File: src/verilog/fsh_regs.svh
`ifndef FSH_REGS_SVH
`define FSH_REGS_SVH
// Opcodes decoded by the erase and power-down sequencer.
`define FSH_OP_WRITE_ENABLE 8'h06
`define FSH_OP_WRITE_DISABLE 8'h04
`define FSH_OP_READ_STATUS 8'h05
`define FSH_OP_SMALL_ERASE 8'h20
`define FSH_OP_LARGE_ERASE_32K 8'h52
`define FSH_OP_LARGE_ERASE_64K 8'hd8
`define FSH_OP_ARRAY_ERASE_A 8'h60
`define FSH_OP_ARRAY_ERASE_B 8'hc7
`define FSH_OP_DEEP_SLEEP 8'hb9
`define FSH_OP_WAKE_ID 8'hab
`define FSH_OP_RESET_ARM 8'h66
`define FSH_OP_RESET_GO 8'h99
// Frame lengths in serial clock bits.
`define FSH_BITS_OPCODE 6'h08
`define FSH_BITS_ADDRESS 6'h20
`define FSH_BITS_MAX 6'h3f
// Erase region sizes as byte masks, and the array size.
`define FSH_SECTOR_MASK 24'h000fff
`define FSH_BLK32_MASK 24'h007fff
`define FSH_BLK64_MASK 24'h00ffff
`define FSH_ARRAY_BYTES 24'h200000
`define FSH_PROT_FINE_UNIT 24'h001000
`define FSH_PROT_COARSE_UNIT 24'h010000
// Status byte field positions and reset value.
`define FSH_STAT_BUSY_POS 0
`define FSH_STAT_WEL_POS 1
`define FSH_STAT_RESET 8'h00
// Timing: clock rate, times in microseconds, derived cycle counts.
`define FSH_CLK_MHZ 10
`define FSH_REGION_ERASE_TIME_US 45000
`define FSH_ARRAY_ERASE_TIME_US 8000000
`define FSH_SLEEP_ENTRY_DELAY_US 3
`define FSH_WAKE_RECOVERY_TIME_US 3
`define FSH_WAKE_ID_RECOVERY_TIME_US 3
`define FSH_REGION_ERASE_CYC (`FSH_REGION_ERASE_TIME_US * `FSH_CLK_MHZ)
`define FSH_ARRAY_ERASE_CYC (`FSH_ARRAY_ERASE_TIME_US * `FSH_CLK_MHZ)
`define FSH_SLEEP_ENTRY_CYC (`FSH_SLEEP_ENTRY_DELAY_US * `FSH_CLK_MHZ)
`define FSH_WAKE_CYC (`FSH_WAKE_RECOVERY_TIME_US * `FSH_CLK_MHZ)
`define FSH_WAKE_ID_CYC (`FSH_WAKE_ID_RECOVERY_TIME_US * `FSH_CLK_MHZ)
`endif

File: src/verilog/fsh_pkg.sv
// Types shared by the erase and power-down sequencer.
package fsh_pkg;
   // Internal operation state, Gray coded along idle, erase, entry, sleep, wake.
   typedef enum logic [2:0] {
      op_idle = 3'b000,
      op_erase = 3'b001,
      op_enter = 3'b011,
      op_sleep = 3'b010,
      op_wake = 3'b110
   } fsh_op_t;
   // Kind of region that an accepted erase covers.
   typedef enum logic [1:0] {
      er_sector = 2'h0,
      er_blk32 = 2'h1,
      er_blk64 = 2'h2,
      er_array = 2'h3
   } fsh_erase_kind_t;
endpackage : fsh_pkg

File: src/verilog/fsh_sync.sv
`timescale 1ns/1ps
// Two-flop synchroniser, one chain for each bit of the bus.
module fsh_sync #(
   parameter int WIDTH = 3,
   parameter logic [WIDTH-1:0] RESET_VAL = '0
) (
   input wire logic clock_i,
   input wire logic rst_i,
   input wire logic [WIDTH-1:0] async_i,
   output logic [WIDTH-1:0] sync_o
);
   genvar gi;
   generate
      for (gi = 0; gi < WIDTH; gi++) begin : g_bit
         logic meta_r; // First stage, read only by the second stage.
         logic meta_nxt;
         logic hold_r; // Second stage, safe to use.
         logic hold_nxt;
         // Next values simply move one stage along.
         always_comb begin
            meta_nxt = async_i[gi];
            hold_nxt = meta_r;
         end
         // Stage registers take their reset constant on reset.
         always_ff @(posedge clock_i) begin
            if (rst_i) begin
               meta_r <= RESET_VAL[gi];
               hold_r <= RESET_VAL[gi];
            end else begin
               meta_r <= meta_nxt;
               hold_r <= hold_nxt;
            end
         end
         assign sync_o[gi] = hold_r;
      end
   endgenerate
endmodule : fsh_sync

File: src/verilog/fsh_erase_pd.sv
`timescale 1ns/1ps
`include "fsh_regs.svh"
// Operation
// - 20H plus address erases its 4KB sector.
// - Address frame: opcode then three address bytes.
// - Erase runs only if select rises after bit 32.
// - Timed region erase keeps busy high until done.
// - Status stays readable while erase runs.
// - Write latch clears before erase completes.
// - Protected region erase is refused, nothing changes.
// - 52H erases its 32KB block likewise.
// - D8H erases its 64KB block likewise.
// - 60H or C7H erase whole array, opcode only.
// - Array erase needs level bits matching complement.
// - B9H enters deep sleep after entry delay.
// - Deep sleep ignores all but wake and reset.
// - Deep sleep request during busy is rejected.
// - Select release without cycle means standby.
// - ABH plus three dummies shifts ID MSB first.
// - ID repeats until select goes high.
// - Wake opcode ignored while busy.
// - Reset pair aborts work, restores power-on state; the code keeps the last erase kind and address.
module fsh_erase_pd
   import fsh_pkg::*;
#(
   parameter logic [7:0] DEVICE_ID = 8'h5a, // Arbitrary neutral identity value.
   parameter int unsigned REGION_ERASE_CYC = `FSH_REGION_ERASE_CYC,
   parameter int unsigned ARRAY_ERASE_CYC = `FSH_ARRAY_ERASE_CYC,
   parameter int unsigned SLEEP_ENTRY_CYC = `FSH_SLEEP_ENTRY_CYC,
   parameter int unsigned WAKE_CYC = `FSH_WAKE_CYC,
   parameter int unsigned WAKE_ID_CYC = `FSH_WAKE_ID_CYC
) (
   input wire logic clock_i,
   input wire logic rst_i,
   input wire logic spi_sck_i,
   input wire logic spi_cs_n_i,
   input wire logic spi_mosi_i,
   output logic spi_miso_o,
   output logic spi_miso_oe_o,
   input wire logic protect_granularity_bit_i,
   input wire logic protect_top_bottom_bit_i,
   input wire logic protect_level_bit2_i,
   input wire logic protect_level_bit1_i,
   input wire logic protect_level_bit0_i,
   input wire logic protect_complement_bit_i,
   output logic busy_o,
   output logic write_enable_latch_o,
   output logic deep_sleep_o,
   output logic erase_start_o,
   output fsh_erase_kind_t erase_kind_o,
   output logic [23:0] erase_addr_o
);

   // Synchronised link pins.
   logic [2:0] sync_w; // Synchronised clock, select and data.
   logic sck_s; // Serial clock in the local domain.
   logic cs_n_s; // Chip select in the local domain, low active.
   logic mosi_s; // Serial data in the local domain.

   // Frame group state.
   logic sck_q_r; // Serial clock one cycle ago.
   logic sck_q_nxt;
   logic cs_q_r; // Chip select one cycle ago.
   logic cs_q_nxt;
   logic [5:0] bit_cnt_r; // Bits taken this frame, saturating.
   logic [5:0] bit_cnt_nxt;
   logic [31:0] shift_r; // Last 32 bits taken, newest in bit 0.
   logic [31:0] shift_nxt;
   logic [7:0] cmd_r; // Opcode of the current frame.
   logic [7:0] cmd_nxt;
   logic [2:0] out_idx_r; // Position within the byte being sent.
   logic [2:0] out_idx_nxt;
   logic miso_r; // Data bit on the output pin.
   logic miso_nxt;
   logic oe_r; // Output pin drive enable.
   logic oe_nxt;

   // Operation group state.
   fsh_op_t op_r; // Internal operation state.
   fsh_op_t op_nxt;
   logic [31:0] timer_r; // Cycles left in the timed phase.
   logic [31:0] timer_nxt;
   logic wel_r; // Write enable latch.
   logic wel_nxt;
   logic armed_r; // Reset-arm frame seen just before.
   logic armed_nxt;
   logic start_r; // One-cycle pulse at erase acceptance.
   logic start_nxt;
   fsh_erase_kind_t kind_r; // Kind of the last accepted erase.
   fsh_erase_kind_t kind_nxt;
   logic [23:0] base_r; // First byte of the last accepted erase.
   logic [23:0] base_nxt;

   // Combinational helpers.
   logic sck_rise; // Rising serial clock edge seen.
   logic sck_fall; // Falling serial clock edge seen.
   logic cs_rise; // Select released: the frame ends.
   logic cs_fall; // Select asserted: a frame begins.
   logic awake; // Not in deep sleep nor waking.
   logic status_mode; // Frame is a status read in output phase.
   logic id_mode; // Frame is an identity read in output phase.
   logic [7:0] status_byte; // Status value sent to the host.
   logic len_op; // Frame ended right after the opcode.
   logic len_addr; // Frame ended right after the address.
   logic [23:0] frame_addr; // Address bytes of the frame.
   logic [2:0] prot_lvl; // Protection level bits.
   logic chip_ok; // Array erase allowed by protection.
   logic [23:0] er_mask; // Byte mask of the addressed region.
   logic [23:0] er_base; // Region start address.
   fsh_erase_kind_t er_kind; // Region kind from the opcode.
   logic region_locked; // Region overlaps the protected area.

   // Tells whether an address falls in the protected area.
   function automatic logic in_locked(input logic [23:0] a, input logic [2:0] lvl,
         input logic fine, input logic top_bot, input logic comp);
      logic [23:0] off;
      logic [23:0] span;
      logic hit;
      off = a & (`FSH_ARRAY_BYTES - 24'h000001);
      span = (fine ? `FSH_PROT_FINE_UNIT : `FSH_PROT_COARSE_UNIT) << (lvl - 3'h1);
      if (lvl == 3'h0) begin
         hit = 1'b0; // Nothing guarded at level zero.
      end else if ((lvl == 3'h7) || (span >= `FSH_ARRAY_BYTES)) begin
         hit = 1'b1; // Guarded area covers the whole array.
      end else if (top_bot) begin
         hit = off < span; // Guarded area grows from the bottom.
      end else begin
         hit = off >= (`FSH_ARRAY_BYTES - span); // Guarded area grows from the top.
      end
      return hit ^ comp;
   endfunction : in_locked

   // Every link pin passes two flops; select idles high.
   fsh_sync #(
      .WIDTH(3),
      .RESET_VAL(3'h2)
   ) u_sync (
      .clock_i(clock_i),
      .rst_i(rst_i),
      .async_i({spi_mosi_i, spi_cs_n_i, spi_sck_i}),
      .sync_o(sync_w)
   );
   assign sck_s = sync_w[0];
   assign cs_n_s = sync_w[1];
   assign mosi_s = sync_w[2];

   // Edge detection on the synchronised pins.
   assign sck_rise = sck_s & ~sck_q_r;
   assign sck_fall = ~sck_s & sck_q_r;
   assign cs_rise = cs_n_s & ~cs_q_r;
   assign cs_fall = ~cs_n_s & cs_q_r;

   // Output phase decode for the two reading frames.
   assign awake = (op_r != op_sleep) && (op_r != op_wake);
   always_comb begin
      status_byte = `FSH_STAT_RESET;
      status_byte[`FSH_STAT_BUSY_POS] = op_r == op_erase;
      status_byte[`FSH_STAT_WEL_POS] = wel_r;
   end
   assign status_mode = awake && (cmd_r == `FSH_OP_READ_STATUS) &&
      (bit_cnt_r >= `FSH_BITS_OPCODE);
   assign id_mode = ((op_r == op_idle) || (op_r == op_sleep)) &&
      (cmd_r == `FSH_OP_WAKE_ID) && (bit_cnt_r >= `FSH_BITS_ADDRESS);

   // Frame group: shifts bits in, counts them and drives the output pin.
   always_comb begin
      sck_q_nxt = sck_s;
      cs_q_nxt = cs_n_s;
      bit_cnt_nxt = bit_cnt_r;
      shift_nxt = shift_r;
      cmd_nxt = cmd_r;
      out_idx_nxt = out_idx_r;
      miso_nxt = miso_r;
      oe_nxt = oe_r;
      if (cs_fall) begin
         // A new frame starts with a clean count and no opcode.
         bit_cnt_nxt = 6'h00;
         out_idx_nxt = 3'h0;
         cmd_nxt = 8'h00;
      end else if (cs_n_s) begin
         // Deselected: release the output pin.
         oe_nxt = 1'b0;
      end else begin
         if (sck_rise) begin
            // Take one bit, most significant first.
            shift_nxt = {shift_r[30:0], mosi_s};
            if (bit_cnt_r != `FSH_BITS_MAX) begin
               bit_cnt_nxt = bit_cnt_r + 6'h01;
            end
            if (bit_cnt_r == (`FSH_BITS_OPCODE - 6'h01)) begin
               cmd_nxt = {shift_r[6:0], mosi_s};
            end
         end
         if (sck_fall && (status_mode || id_mode)) begin
            // Send the next bit on the falling edge, wrapping each byte.
            oe_nxt = 1'b1;
            if (status_mode) begin
               miso_nxt = status_byte[3'h7 - out_idx_r];
            end else begin
               miso_nxt = DEVICE_ID[3'h7 - out_idx_r];
            end
            out_idx_nxt = out_idx_r + 3'h1;
         end
      end
   end

   // Frame group registers.
   always_ff @(posedge clock_i) begin
      if (rst_i) begin
         sck_q_r <= 1'b0;
         cs_q_r <= 1'b1;
         bit_cnt_r <= 6'h00;
         shift_r <= 32'h00000000;
         cmd_r <= 8'h00;
         out_idx_r <= 3'h0;
         miso_r <= 1'b0;
         oe_r <= 1'b0;
      end else begin
         sck_q_r <= sck_q_nxt;
         cs_q_r <= cs_q_nxt;
         bit_cnt_r <= bit_cnt_nxt;
         shift_r <= shift_nxt;
         cmd_r <= cmd_nxt;
         out_idx_r <= out_idx_nxt;
         miso_r <= miso_nxt;
         oe_r <= oe_nxt;
      end
   end

   // Frame length checks and protection inputs.
   assign len_op = bit_cnt_r == `FSH_BITS_OPCODE;
   assign len_addr = bit_cnt_r == `FSH_BITS_ADDRESS;
   assign frame_addr = shift_r[23:0];
   assign prot_lvl = {protect_level_bit2_i, protect_level_bit1_i, protect_level_bit0_i};
   assign chip_ok = ((prot_lvl == 3'h0) && !protect_complement_bit_i) ||
      ((prot_lvl == 3'h7) && protect_complement_bit_i);

   // Region size and kind follow the opcode.
   always_comb begin
      case (cmd_r)
         `FSH_OP_LARGE_ERASE_32K: begin
            er_mask = `FSH_BLK32_MASK;
            er_kind = er_blk32;
         end
         `FSH_OP_LARGE_ERASE_64K: begin
            er_mask = `FSH_BLK64_MASK;
            er_kind = er_blk64;
         end
         default: begin
            er_mask = `FSH_SECTOR_MASK;
            er_kind = er_sector;
         end
      endcase
   end
   assign er_base = frame_addr & ~er_mask;
   // Both ends of the region are checked against the guarded area.
   assign region_locked = in_locked(er_base, prot_lvl, protect_granularity_bit_i,
      protect_top_bottom_bit_i, protect_complement_bit_i) ||
      in_locked(er_base | er_mask, prot_lvl, protect_granularity_bit_i,
      protect_top_bottom_bit_i, protect_complement_bit_i);

   // Operation group: timed phases, then the decode of each finished frame.
   always_comb begin
      op_nxt = op_r;
      timer_nxt = timer_r;
      wel_nxt = wel_r;
      armed_nxt = armed_r;
      start_nxt = 1'b0;
      kind_nxt = kind_r;
      base_nxt = base_r;
      case (op_r)
         op_erase, op_enter, op_wake: begin
            // Count the timed phase down and leave it at the end.
            if (timer_r > 32'h00000001) begin
               timer_nxt = timer_r - 32'h00000001;
            end else begin
               timer_nxt = 32'h00000000;
               op_nxt = (op_r == op_enter) ? op_sleep : op_idle;
            end
         end
         op_idle, op_sleep: begin
            timer_nxt = 32'h00000000;
         end
         default: begin
            op_nxt = op_idle;
         end
      endcase
      if (cs_rise) begin
         // Only a reset-arm frame of exact length arms the reset.
         armed_nxt = len_op && (cmd_r == `FSH_OP_RESET_ARM);
         if (len_op && (cmd_r == `FSH_OP_RESET_GO) && armed_r) begin
            // Abort all work and clear the latch; the last erase kind and base stay.
            op_nxt = op_idle;
            timer_nxt = 32'h00000000;
            wel_nxt = 1'b0;
         end else if (op_r == op_idle) begin
            // Standby: decode the finished frame.
            case (cmd_r)
               `FSH_OP_WRITE_ENABLE: begin
                  if (len_op) begin
                     wel_nxt = 1'b1;
                  end
               end
               `FSH_OP_WRITE_DISABLE: begin
                  if (len_op) begin
                     wel_nxt = 1'b0;
                  end
               end
               `FSH_OP_SMALL_ERASE, `FSH_OP_LARGE_ERASE_32K, `FSH_OP_LARGE_ERASE_64K: begin
                  // Exact length, latch set, region not guarded.
                  if (len_addr && wel_r && !region_locked) begin
                     op_nxt = op_erase;
                     timer_nxt = 32'(REGION_ERASE_CYC);
                     wel_nxt = 1'b0;
                     start_nxt = 1'b1;
                     kind_nxt = er_kind;
                     base_nxt = er_base;
                  end
               end
               `FSH_OP_ARRAY_ERASE_A, `FSH_OP_ARRAY_ERASE_B: begin
                  // Opcode-only frame, latch set, protection permits.
                  if (len_op && wel_r && chip_ok) begin
                     op_nxt = op_erase;
                     timer_nxt = 32'(ARRAY_ERASE_CYC);
                     wel_nxt = 1'b0;
                     start_nxt = 1'b1;
                     kind_nxt = er_array;
                     base_nxt = 24'h000000;
                  end
               end
               `FSH_OP_DEEP_SLEEP: begin
                  if (len_op) begin
                     op_nxt = op_enter;
                     timer_nxt = 32'(SLEEP_ENTRY_CYC);
                  end
               end
               default: begin
                  wel_nxt = wel_r;
               end
            endcase
         end else if (op_r == op_sleep) begin
            // Deep sleep: besides the reset pair, only the wake opcode leaves it.
            if ((cmd_r == `FSH_OP_WAKE_ID) && (bit_cnt_r >= `FSH_BITS_OPCODE)) begin
               op_nxt = op_wake;
               timer_nxt = len_op ? 32'(WAKE_CYC) : 32'(WAKE_ID_CYC);
            end
         end
         // In erase, entry or wake every other frame is dropped.
      end
   end

   // Operation group registers.
   always_ff @(posedge clock_i) begin
      if (rst_i) begin
         op_r <= op_idle;
         timer_r <= 32'h00000000;
         wel_r <= 1'b0;
         armed_r <= 1'b0;
         start_r <= 1'b0;
         kind_r <= er_sector;
         base_r <= 24'h000000;
      end else begin
         op_r <= op_nxt;
         timer_r <= timer_nxt;
         wel_r <= wel_nxt;
         armed_r <= armed_nxt;
         start_r <= start_nxt;
         kind_r <= kind_nxt;
         base_r <= base_nxt;
      end
   end

   // Outputs, all decoded from registers.
   assign spi_miso_o = miso_r;
   assign spi_miso_oe_o = oe_r;
   assign busy_o = op_r == op_erase;
   assign write_enable_latch_o = wel_r;
   assign deep_sleep_o = op_r == op_sleep;
   assign erase_start_o = start_r;
   assign erase_kind_o = kind_r;
   assign erase_addr_o = base_r;
endmodule : fsh_erase_pd

File: config.mk
export PLATFORM = sky130hd
export DESIGN_NAME = fsh_erase_pd
export DESIGN_NICKNAME = d
export VERILOG_FILES = /design/src/verilog/fsh_pkg.sv /design/src/verilog/fsh_sync.sv /design/src/verilog/fsh_erase_pd.sv
export VERILOG_INCLUDE_DIRS = /design/src /design/src/verilog
export SDC_FILE = /design/constraint.sdc
export NUM_CORES = 1
export LEC_CHECK = 0
export ABC_AREA = 1
export ABC_CLOCK_PERIOD_IN_PS = 3400
export BUFFER_PORTS_ARGS = -buffer_cell sky130_fd_sc_hd__buf_2
export CORE_MARGIN = 3
export CORE_UTILIZATION = 55
export DETAILED_ROUTE_END_ITERATION = 16
export PLACE_DENSITY = 0.76
export SYNTH_ARGS = -nofsm -noshare
export SYNTH_HDL_FRONTEND = slang
export SYNTH_HIERARCHICAL = 1
export SYNTH_SLANG_ARGS = --single-unit
File: constraint.sdc
create_clock -name clock_i -period 3.4 [get_ports clock_i]
set_input_delay 0.17 -clock clock_i [delete_from_list [all_inputs] [get_ports clock_i]]
set_output_delay 0.17 -clock clock_i [all_outputs]
set_load 0.03 [all_outputs]
==> results of run 1 <==
state kept, by name, summed over array words and instances, names as in the netlist, 2 cells and up:
register,flops
timer_r,32
shift_r,24
erase_addr_o,12
cmd_r,8
bit_cnt_r,6
op_r,3
out_idx_r,3
u_sync/g_bit.hold_nxt,3
u_sync/g_bit.hold_r,3
erase_kind_o,2
kinds of logic (layout without fill, tap and decap cells):
| family | after synthesis | after routing |
|---|---|---|
| compound gates | 208 | 208 |
| other cells | 1 | 12 |
| simple gates | 378 | 380 |
| xor+xnor | 33 | 33 |
| flops | 103 | 103 |
| buf+inv | 181 | 235 |
| fa+ha+maj | 32 | 32 |
repair_timing:
item                                    in CTS  in global routing
endpoints found under the hold margin        1                  0
gates resized for setup                      0                 39
hold buffers                                 1                  0
endpoints found under the setup margin       0                 42
setup buffers                                0                  5
area by class of cell:
type                       instances  area, um^2
clock inverter                     5        63.8
timing repair buffer              77         515
tap                              143         179
fill                            1015        4020
sequential                       103        2060
inverter                         142         541
multi-input combinational        665        3840
clock buffer                      11         243
power breakdown:
| group | leakage [nW] | switching (mW) | internal (mW) | total (mW) |
|---|---|---|---|---|
| registers | 0.831 | 0.00209 | 1.21 | 1.21 |
| clock network | 0.152 | 0.473 | 0.599 | 1.07 |
| logic | 2.45 | 0.165 | 0.100 | 0.266 |
metal layers:
layer | global-route usage | routed length, um
met3 | 0.0449 | 709
met4 | 0.0871 | 332
met1 | 0.294 | 6940
met5 | 0 | 0
met2 | 0.385 | 7190
worst min-delay path by stage:
stage                from                        to  slack [ns]  cells past startpoint
2_1_floorplan       rst_i  u_sync/g_bit[0].hold_nxt        0.24                      1
3_3_place_gp   spi_cs_n_i  u_sync/g_bit[1].hold_nxt        0.35                      3
3_5_place_dp   spi_cs_n_i  u_sync/g_bit[1].hold_nxt        0.36                      3
4_1_cts         spi_sck_i  u_sync/g_bit[0].hold_nxt       0.005                      3
5_1_grt         spi_sck_i  u_sync/g_bit[0].hold_nxt        0.03                      3
6_report        spi_sck_i  u_sync/g_bit[0].hold_nxt        0.02                      3
placed cells by master (no fill, tap or decap), types with 8 or more instances in the layout:
cell type / instances
buf_4: 45
conb_1: 12
xnor2_1: 8
a21oi_1: 81
o21ai_0: 66
buf_2: 29
xor2_1: 25
dfxtp_1: 103
a21oi_2: 17
inv_1: 129
clkbuf_16: 9
nand2_2: 12
o21ai_1: 11
nand4_1: 18
nor2_1: 106
ha_1: 28
nand3_1: 27
nand2_1: 139
nor2_2: 17
nor3_1: 20
inv_2: 9
through the flow:
step                area [um^2]  setup slack, ns  std cells  utilization  hold WS [ns]
floorplan                  6530           0.0455        947            -         0.241
global placement           6950           -0.153       1122        0.606         0.352
detailed placement         6950           -0.231       1122        0.606         0.358
CTS                        7260            0.128       1139        0.633       0.00513
global route               7450           -0.117       1146        0.649        0.0284
finish                     7450            0.152       1146        0.649        0.0204
worst reg2reg max path, cell delays in order (launching register included):
cell and delay, ns:
dfxtp_1 0.40, nand2_1 0.09, nor2_1 0.17, nand2_1 0.13
nand2_4 0.14, nor2_1 0.07, ha_1 0.29, o21a_1 0.17
o21ai_0 0.15, nand2_1 0.08, a21oi_1 0.12, o21ai_0 0.10
nand3_2 0.12, a21oi_2 0.07, nand3_2 0.09, nand2_4 0.08
buf_6 0.13, nand2_2 0.05, nand2_2 0.06, nand2_4 0.16
nand3b_4 0.13, nor2_2 0.13
==> impl_metrics.tcl, run 1 <==
set metrics [dict create \
    cp-start-kind "primary input" \
    setup_viol 0 \
    num_rows 39 \
    yosysMostFrequentCell "nand2_1" \
    synth.top_cells.by_area "dfxtp_1 (32%), nand2_1 (8.2%), inv_1 (7.7%), a21oi_1 (6.4%), nor2_1 (6.3%)" \
    ys_seq_area_frac 0.318 \
    slew_violations 0 \
    startpoint "protect_level_bit1_i" \
    route.detailed.wl_per_inst_um 13.2 \
    tns_ns 0 \
    synthMuxAreaShare 0 \
    cts_buffer_depth 2 \
    max_cap_viol_count 0 \
    grt_pass1_vias 5617 \
    synth_top_family_by_area "simple AND/OR/NAND/NOR gates" \
    crit_end "timer_r[5]" \
    num_vias 6064 \
    start_util 0.565 \
    drc 0 \
    crit_required_ns 3.69 \
    r2r-end "timer_r[5]" \
    power_leakage_nw 3.43 \
    fp.dieH_um 115 \
    tritoncts "done" \
    cpMostUsedCell "nand2_2" \
    worstPathArrival_ns 3.54 \
    skew_ns 0.0109 \
    synth.top_cell.area_share 0.318 \
    io_buffers 30 \
    syn_to_final_growth_pct 15.0 \
    yosys.area.top_type "dfxtp_1" \
    crit_type "in2reg" \
    synth_compound_area_frac 0.181 \
    synth-seq-cells 103 \
    finalNetCount 1041 \
    slew_headroom 0.462 \
    ioPinCount 43 \
    routed_wirelength_um 15200 \
    synth_common_cells "nand2_1 (142), inv_1 (133), nor2_1 (109)" \
    synthAdderAreaFrac 0.0618 \
    grt-ovfl-total 0 \
    worst-path-stages 29 \
    die_w_um 115 \
    antenna_found_initial 0 \
    reg2reg_depth 21 \
    synth.distinct_cells 48 \
    critPathBufInv 5 \
    cpPeakStageDelay_ns 0.32 \
    crit_path_max_fanout 4 \
    cp_top_family "simple AND/OR/NAND/NOR gates" \
    synth_cells 936 \
    n_antenna_cell 0 \
    numClockSinks 103 \
    clk_pin_slew_ns 0.06 \
    synth-async-reset-ratio 0 \
    hold_class "in2reg" \
    grt_pass1_wl_um 24800 \
    p_per_area_nw_per_um2 342 \
    vias_per_cell 5.29 \
    r2r_start "cmd_r[1]" \
    first_pass_iters 5 \
    synth-xor-area-share 0.0446 \
    htree_levels 3 \
    synth_edf_count 0 \
    gp_congestion 0.866 \
    finalHoldViolCount 0 \
    max_freq_mhz 308 \
    tightest_slew_ns 0.807 \
    outcome "complete, no violations" \
    post-layout-total-power_mw 2.55 \
    grt_max_degree 53 \
    clkLatencyLatePin_ns 0.35 \
    die_area_um2 13100 \
    netlist_area_um2 6480 \
    clockRootBuffer "clkbuf_16" \
    cpMaxStageDelayCell "ha_1" \
    fin_crit_sh 0.955 \
    cp-end-kind "register" \
    coreArea_um2 11500 \
    yosysWarnings 6 \
    r2r_setup_slack_ns 0.43 \
    syn_area_per_cell_um2 6.92 \
    synthSimpleGateAreaFrac 0.276 \
    post-dp-hpwl_um 10800 \
    drive_above_1_share 0.189 \
    detail-route-antenna-nets 0 \
    cts_buffers 9 \
    layout_min_cycle_time_ns 3.25 \
    drt_iter0_markers 311 \
    grt_usage 0.231 \
    synthFlopType "dfxtp_1" \
    ir_worst_vdd_mv 0.444 \
]
(Power assumes the default switching activity.)
==> inputs of run 2 (changes only) <==
- HOLD_SLACK_MARGIN: unset -> 0.15
==> run 2 against run 1 <==
Compared with the run above:
- non-clock buffer count grew 2
- cell count grew 0.17%
- global-route usage grew 0.055 points
- clock power is essentially flat
- highest routed layer unchanged
- register-to-register slack is essentially flat
- sequential cell count is the same
==> impl_metrics.tcl, run 2 (same netlist as run 1, synthesis figures left out) <==
set metrics [dict create \
    r2r-end "timer_r[5]" \
    finalHoldViolCount 0 \
    top_register "timer_r" \
    num_rows 39 \
    cts_buffer_depth 2 \
    post-place-ws_ns -0.231 \
    critPathBufInv 5 \
    slew_violations 0 \
    n_antenna_cell 0 \
    crit_end "timer_r[5]" \
    skew_ns 0.0104 \
    cpMostUsedCell "nand2_2" \
    p_per_area_nw_per_um2 341 \
    crit_path_max_fanout 4 \
    power_leakage_nw 3.44 \
    grt_pass1_vias 5625 \
    io_buffers 30 \
    largest_reg_flops 32 \
    crit_type "in2reg" \
    layout_min_cycle_time_ns 3.25 \
    clk_pin_slew_ns 0.07 \
    tns_ns 0 \
    htree_levels 3 \
    num_vias 6031 \
    ir_worst_vdd_mv 0.449 \
    final_cell_mix "nand2_1 (139), inv_1 (129), nor2_1 (106)" \
    route.detailed.wl_per_inst_um 13.2 \
    vias_per_cell 5.25 \
    cpPeakStageDelay_ns 0.32 \
    numClockSinks 103 \
    grt_max_degree 53 \
    die_w_um 115 \
    coreArea_um2 11500 \
    grt-ovfl-total 0 \
    crit_required_ns 3.69 \
    hold_class "in2reg" \
    cpMaxStageDelayCell "ha_1" \
    r2r_setup_slack_ns 0.43 \
    antenna_found_initial 0 \
    first_pass_iters 5 \
    max_freq_mhz 308 \
    post-dp-hpwl_um 10800 \
    cts_buffers 9 \
    drive_above_1_share 0.189 \
    worstPathArrival_ns 3.54 \
    r2r_start "cmd_r[1]" \
    die_area_um2 13100 \
    post-route-util 0.651 \
    finalNetCount 1043 \
    slew_headroom 0.464 \
    startpoint "protect_level_bit1_i" \
    cp_top_family "simple AND/OR/NAND/NOR gates" \
    setup_slack_ns 0.150 \
    routed_wirelength_um 15200 \
    reg2reg_depth 21 \
    gp_congestion 0.866 \
    ioPinCount 43 \
    holdPathStages 2 \
    cp-start-kind "primary input" \
    place_area_um2 6950 \
    cp-end-kind "register" \
    setup_viol 0 \
    outcome "complete, no violations" \
    clkLatencyLatePin_ns 0.35 \
    grt_pass1_wl_um 24900 \
    worst-path-stages 29 \
    detail-route-antenna-nets 0 \
    max_cap_viol_count 0 \
    final.fill_count 1012 \
    layout.cells.most_common "nand2_1" \
    tritoncts "done" \
    syn_to_final_growth_pct 15.3 \
    fin_crit_sh 0.956 \
    fp.dieH_um 115 \
    drc 0 \
    start_util 0.565 \
    clockRootBuffer "clkbuf_16" \
    final_area_um2 7470 \
    drt_iter0_markers 320 \
    grt_usage 0.231 \
    tightest_slew_ns 0.804 \
]
-- run 2: changes by cell type in the layout (fill, tap and decap cells not counted) --
cell and delta:
dlygate4sd3_1 +2
-- run 2: repair_timing --
item / 4_1_cts / 5_1_grt
buffers inserted: 0 / 5
setup endpoints to repair: 0 / 42
hold endpoints to repair: 3 / 0
gates resized for setup: 0 / 39
hold buffers: 3 / 0
-- run 2: worst reg2reg max path, delay by kind of cell, from the launching register on --
kind | cells | cell delay [ns]
AND/OR/NAND/NOR | 14 | 1.50
AO/OA/AOI/OAI | 5 | 0.61
flip-flops | 1 | 0.40
adder cells (fa/ha/maj) | 1 | 0.29
buffers and inverters | 1 | 0.13
-- run 2: area by class of cell --
| type | instances | area (um^2) | share of cell area |
|---|---|---|---|
| inverter | 142 | 541 | 0.0724 |
| timing repair buffer | 79 | 536 | 0.0717 |
| tap | 143 | 179 | 0.0240 |
| clock buffer | 11 | 243 | 0.0325 |
| multi-input combinational | 665 | 3840 | 0.515 |
| sequential | 103 | 2060 | 0.276 |
| clock inverter | 5 | 63.8 | 0.00855 |
-- run 2: worst min path at each step --
stage                           from                  endpoint  slack (ns)
after CTS                      rst_i    u_sync/g_bit[0].hold_r        0.24
final                          rst_i    u_sync/g_bit[0].hold_r        0.25
after global routing           rst_i  u_sync/g_bit[0].hold_nxt        0.28
after detailed placement  spi_cs_n_i  u_sync/g_bit[1].hold_nxt        0.36
after global placement    spi_cs_n_i  u_sync/g_bit[1].hold_nxt        0.35
after floorplan                rst_i  u_sync/g_bit[0].hold_nxt        0.24
-- run 2: report_power, final --
part	internal (mW)	switching [mW]
Clock	0.599	0.472
Combinational	0.102	0.165
Sequential	1.21	0.00208
Total	1.91	0.638
-- run 2: metal layers --
metal	part of all wire	wire length [um]	global-route usage	vias up
met5	0	0	0	-
met4	0.023	348	0.0871	0
met3	0.041	625	0.0449	29
met2	0.48	7260	0.386	114
met1	0.46	6930	0.294	2723
li1	-	-	-	3165
-- run 2: stage by stage --
| step | total power [mW] | hold WS (ns) | instances |
|---|---|---|---|
| final | 2.55 | 0.251 | 1148 |
| after floorplan | 1.42 | 0.241 | 947 |
| after global placement | 1.47 | 0.352 | 1122 |
| after global routing | 2.65 | 0.281 | 1148 |
| after detailed placement | 1.48 | 0.358 | 1122 |
| after CTS | 2.55 | 0.244 | 1141 |
==> inputs of run 3 (changes only) <==
- ABC_CLOCK_PERIOD_IN_PS: 3400 -> 2900
- CORE_UTILIZATION: 55 -> 40
- PLACE_DENSITY: 0.76 -> unset
- TNS_END_PERCENT: unset -> 30
- clock period: 3.4 -> 2.9 ns (I/O delays scaled with it)
==> run 3 against run 2 <==
Compared with the run above:
- the flow now finishes with violations (negative setup slack)
- worst setup slack got worse by 0.37 ns
- first-iteration DRC count is 23% lower
- hold slack got worse by 0.022 ns
- sequential share of layout area fell by 1.8 points
- critical path depth unchanged
- global-route usage shrank 5.0 points
==> impl_metrics.tcl, run 3 (same netlist as run 1, synthesis figures left out) <==
set metrics [dict create \
    post-dp-hpwl_um 11800 \
    place_area_um2 7350 \
    first_pass_iters 4 \
    slew_violations 0 \
    skew_ns 0.00898 \
    htree_levels 3 \
    post-layout-total-power_mw 3.00 \
    post-route-util 0.515 \
    grt_usage 0.182 \
    final_cell_mix "nand2_1 (136), inv_1 (129), nor2_1 (106)" \
    cp-end-kind "register" \
    min-delay-start "rst_i" \
    tightest_slew_ns 0.918 \
    setup_slack_ns -0.216 \
    cpMostUsedCell "nand2_4" \
    drive_above_1_share 0.236 \
    setup_viol 41 \
    fp.dieH_um 133 \
    final.fill_count 1605 \
    placedCellCount 1221 \
    antenna_found_initial 0 \
    crit_path_max_fanout 5 \
    failed_checks "negative setup slack" \
    drt_iter0_markers 247 \
    clkLatencyLatePin_ns 0.36 \
    cts_buffers 9 \
    hold_class "in2reg" \
    grt_pass1_wl_um 26800 \
    start_util 0.417 \
    holdPathStages 2 \
    vias_per_cell 4.88 \
    crit_required_ns 3.20 \
    num_vias 6082 \
    outcome "finished with violations" \
    grt_setup_unrepaired "yes" \
    top_layer_used "met4" \
    clockRootBuffer "clkbuf_16" \
    n_antenna_cell 0 \
    routed_wirelength_um 16000 \
    grt_pass1_vias 5611 \
    cp-start-kind "primary input" \
    final_area_um2 8000 \
    met2_length_um 7480 \
    clk_pin_slew_ns 0.08 \
    gp_congestion 0.870 \
    tns_ns -6.41 \
    holdPathEnd "sck_q_r" \
    numClockSinks 103 \
    top_register "timer_r" \
    finalHoldViolCount 0 \
    cpMaxStageDelayCell "ha_4" \
    ir_worst_vdd_mv 0.460 \
    worstPathArrival_ns 3.41 \
    max_cap_viol_count 0 \
    coreArea_um2 15500 \
    largest_reg_flops 32 \
    wirelength_met1_um 7840 \
    r2r_setup_slack_ns -0.03 \
    p_per_area_nw_per_um2 376 \
    route.detailed.wl_per_inst_um 12.8 \
    layout.cells.most_common "nand2_1" \
    met3WireLength_um 451 \
    reg2reg_depth 27 \
    crit_type "in2reg" \
    ioPinCount 43 \
    cpPeakStageDelay_ns 0.35 \
    die_w_um 133 \
    fin_crit_sh 1.07 \
    r2r-end "timer_r[0]" \
    grt-ovfl-total 0 \
    num_rows 45 \
    max_freq_mhz 321 \
    power_leakage_nw 3.67 \
    drc 0 \
    finalNetCount 1074 \
    slew_headroom 0.387 \
    r2r_start "cmd_r[3]" \
    io_buffers 30 \
    tritoncts "done" \
    layout_min_cycle_time_ns 3.12 \
    cts_buffer_depth 2 \
    die_area_um2 17800 \
    detail-route-antenna-nets 0 \
    syn_to_final_growth_pct 23.5 \
    final_cells 1247 \
    grt_max_degree 34 \
]
run 3: cell types whose count changed in the layout (fill, tap and decap cells not counted), moves of 4 or more:
cell,change
a21oi_1,-9
a21oi_2,+10
buf_4,+25
buf_6,+4
nand2_4,+5
nor2_2,-4
nor2_4,+4
o21ai_2,+6
run 3: worst max-delay path, delay by kind of cell:
family	cells	cell delay, ns
adder cells (fa/ha/maj)	3	0.71
XOR/XNOR	1	0.13
AND/OR/NAND/NOR	16	1.49
buffers and inverters	6	0.61
AO/OA/AOI/OAI	3	0.32
run 3: routing by layer:
| layer | global-route usage | vias up |
|---|---|---|
| met1 | 0.245 | 2771 |
| met4 | 0.0474 | 0 |
| li1 | - | 3223 |
| met3 | 0.0321 | 15 |
| met5 | 0 | - |
| met2 | 0.301 | 73 |
run 3: what timing repair did:
item | 4_1_cts | 5_1_grt
resized for setup | 40 | 23
gates cloned | 1 | 0
hold buffers | 3 | 0
pin swaps | 36 | 17
setup endpoints to repair | 42 | 42
setup buffers | 5 | 1
hold endpoints to repair | 3 | 0
run 3: area by class of cell:
class	instances	area, um^2	share of cell area
Clock buffer	10	239	0.0299
Clock inverter	6	57.6	0.00720
Timing Repair Buffer	111	818	0.102
Inverter	142	541	0.0676
Multi-Input combinational cell	664	4020	0.502
Sequential cell	103	2060	0.258
Tap cell	211	264	0.0330
run 3: through the flow:
stage,hold slack (ns),setup slack (ns)
after floorplan,0.216,-0.329
after global placement,0.323,-0.656
after detailed placement,0.328,-0.725
after CTS,0.218,-0.213
after global routing,0.248,-0.476
final,0.229,-0.216
run 3: where the power goes:
group	internal (mW)	total [mW]	switching [mW]
sequential	1.42	1.42	0.00242
clock	0.629	1.23	0.606
combinational	0.137	0.349	0.212
run 3: worst max-delay path by stage:
stage	to	slack (ns)	from
finish	timer_r[0]	-0.22	protect_level_bit0_i
global route	timer_r[0]	-0.48	protect_level_bit0_i
CTS	timer_r[0]	-0.21	protect_level_bit0_i
detailed placement	timer_r[25]	-0.72	protect_level_bit0_i
global placement	erase_addr_o[13]	-0.66	protect_level_bit0_i
floorplan	erase_addr_o[20]	-0.33	protect_level_bit0_i
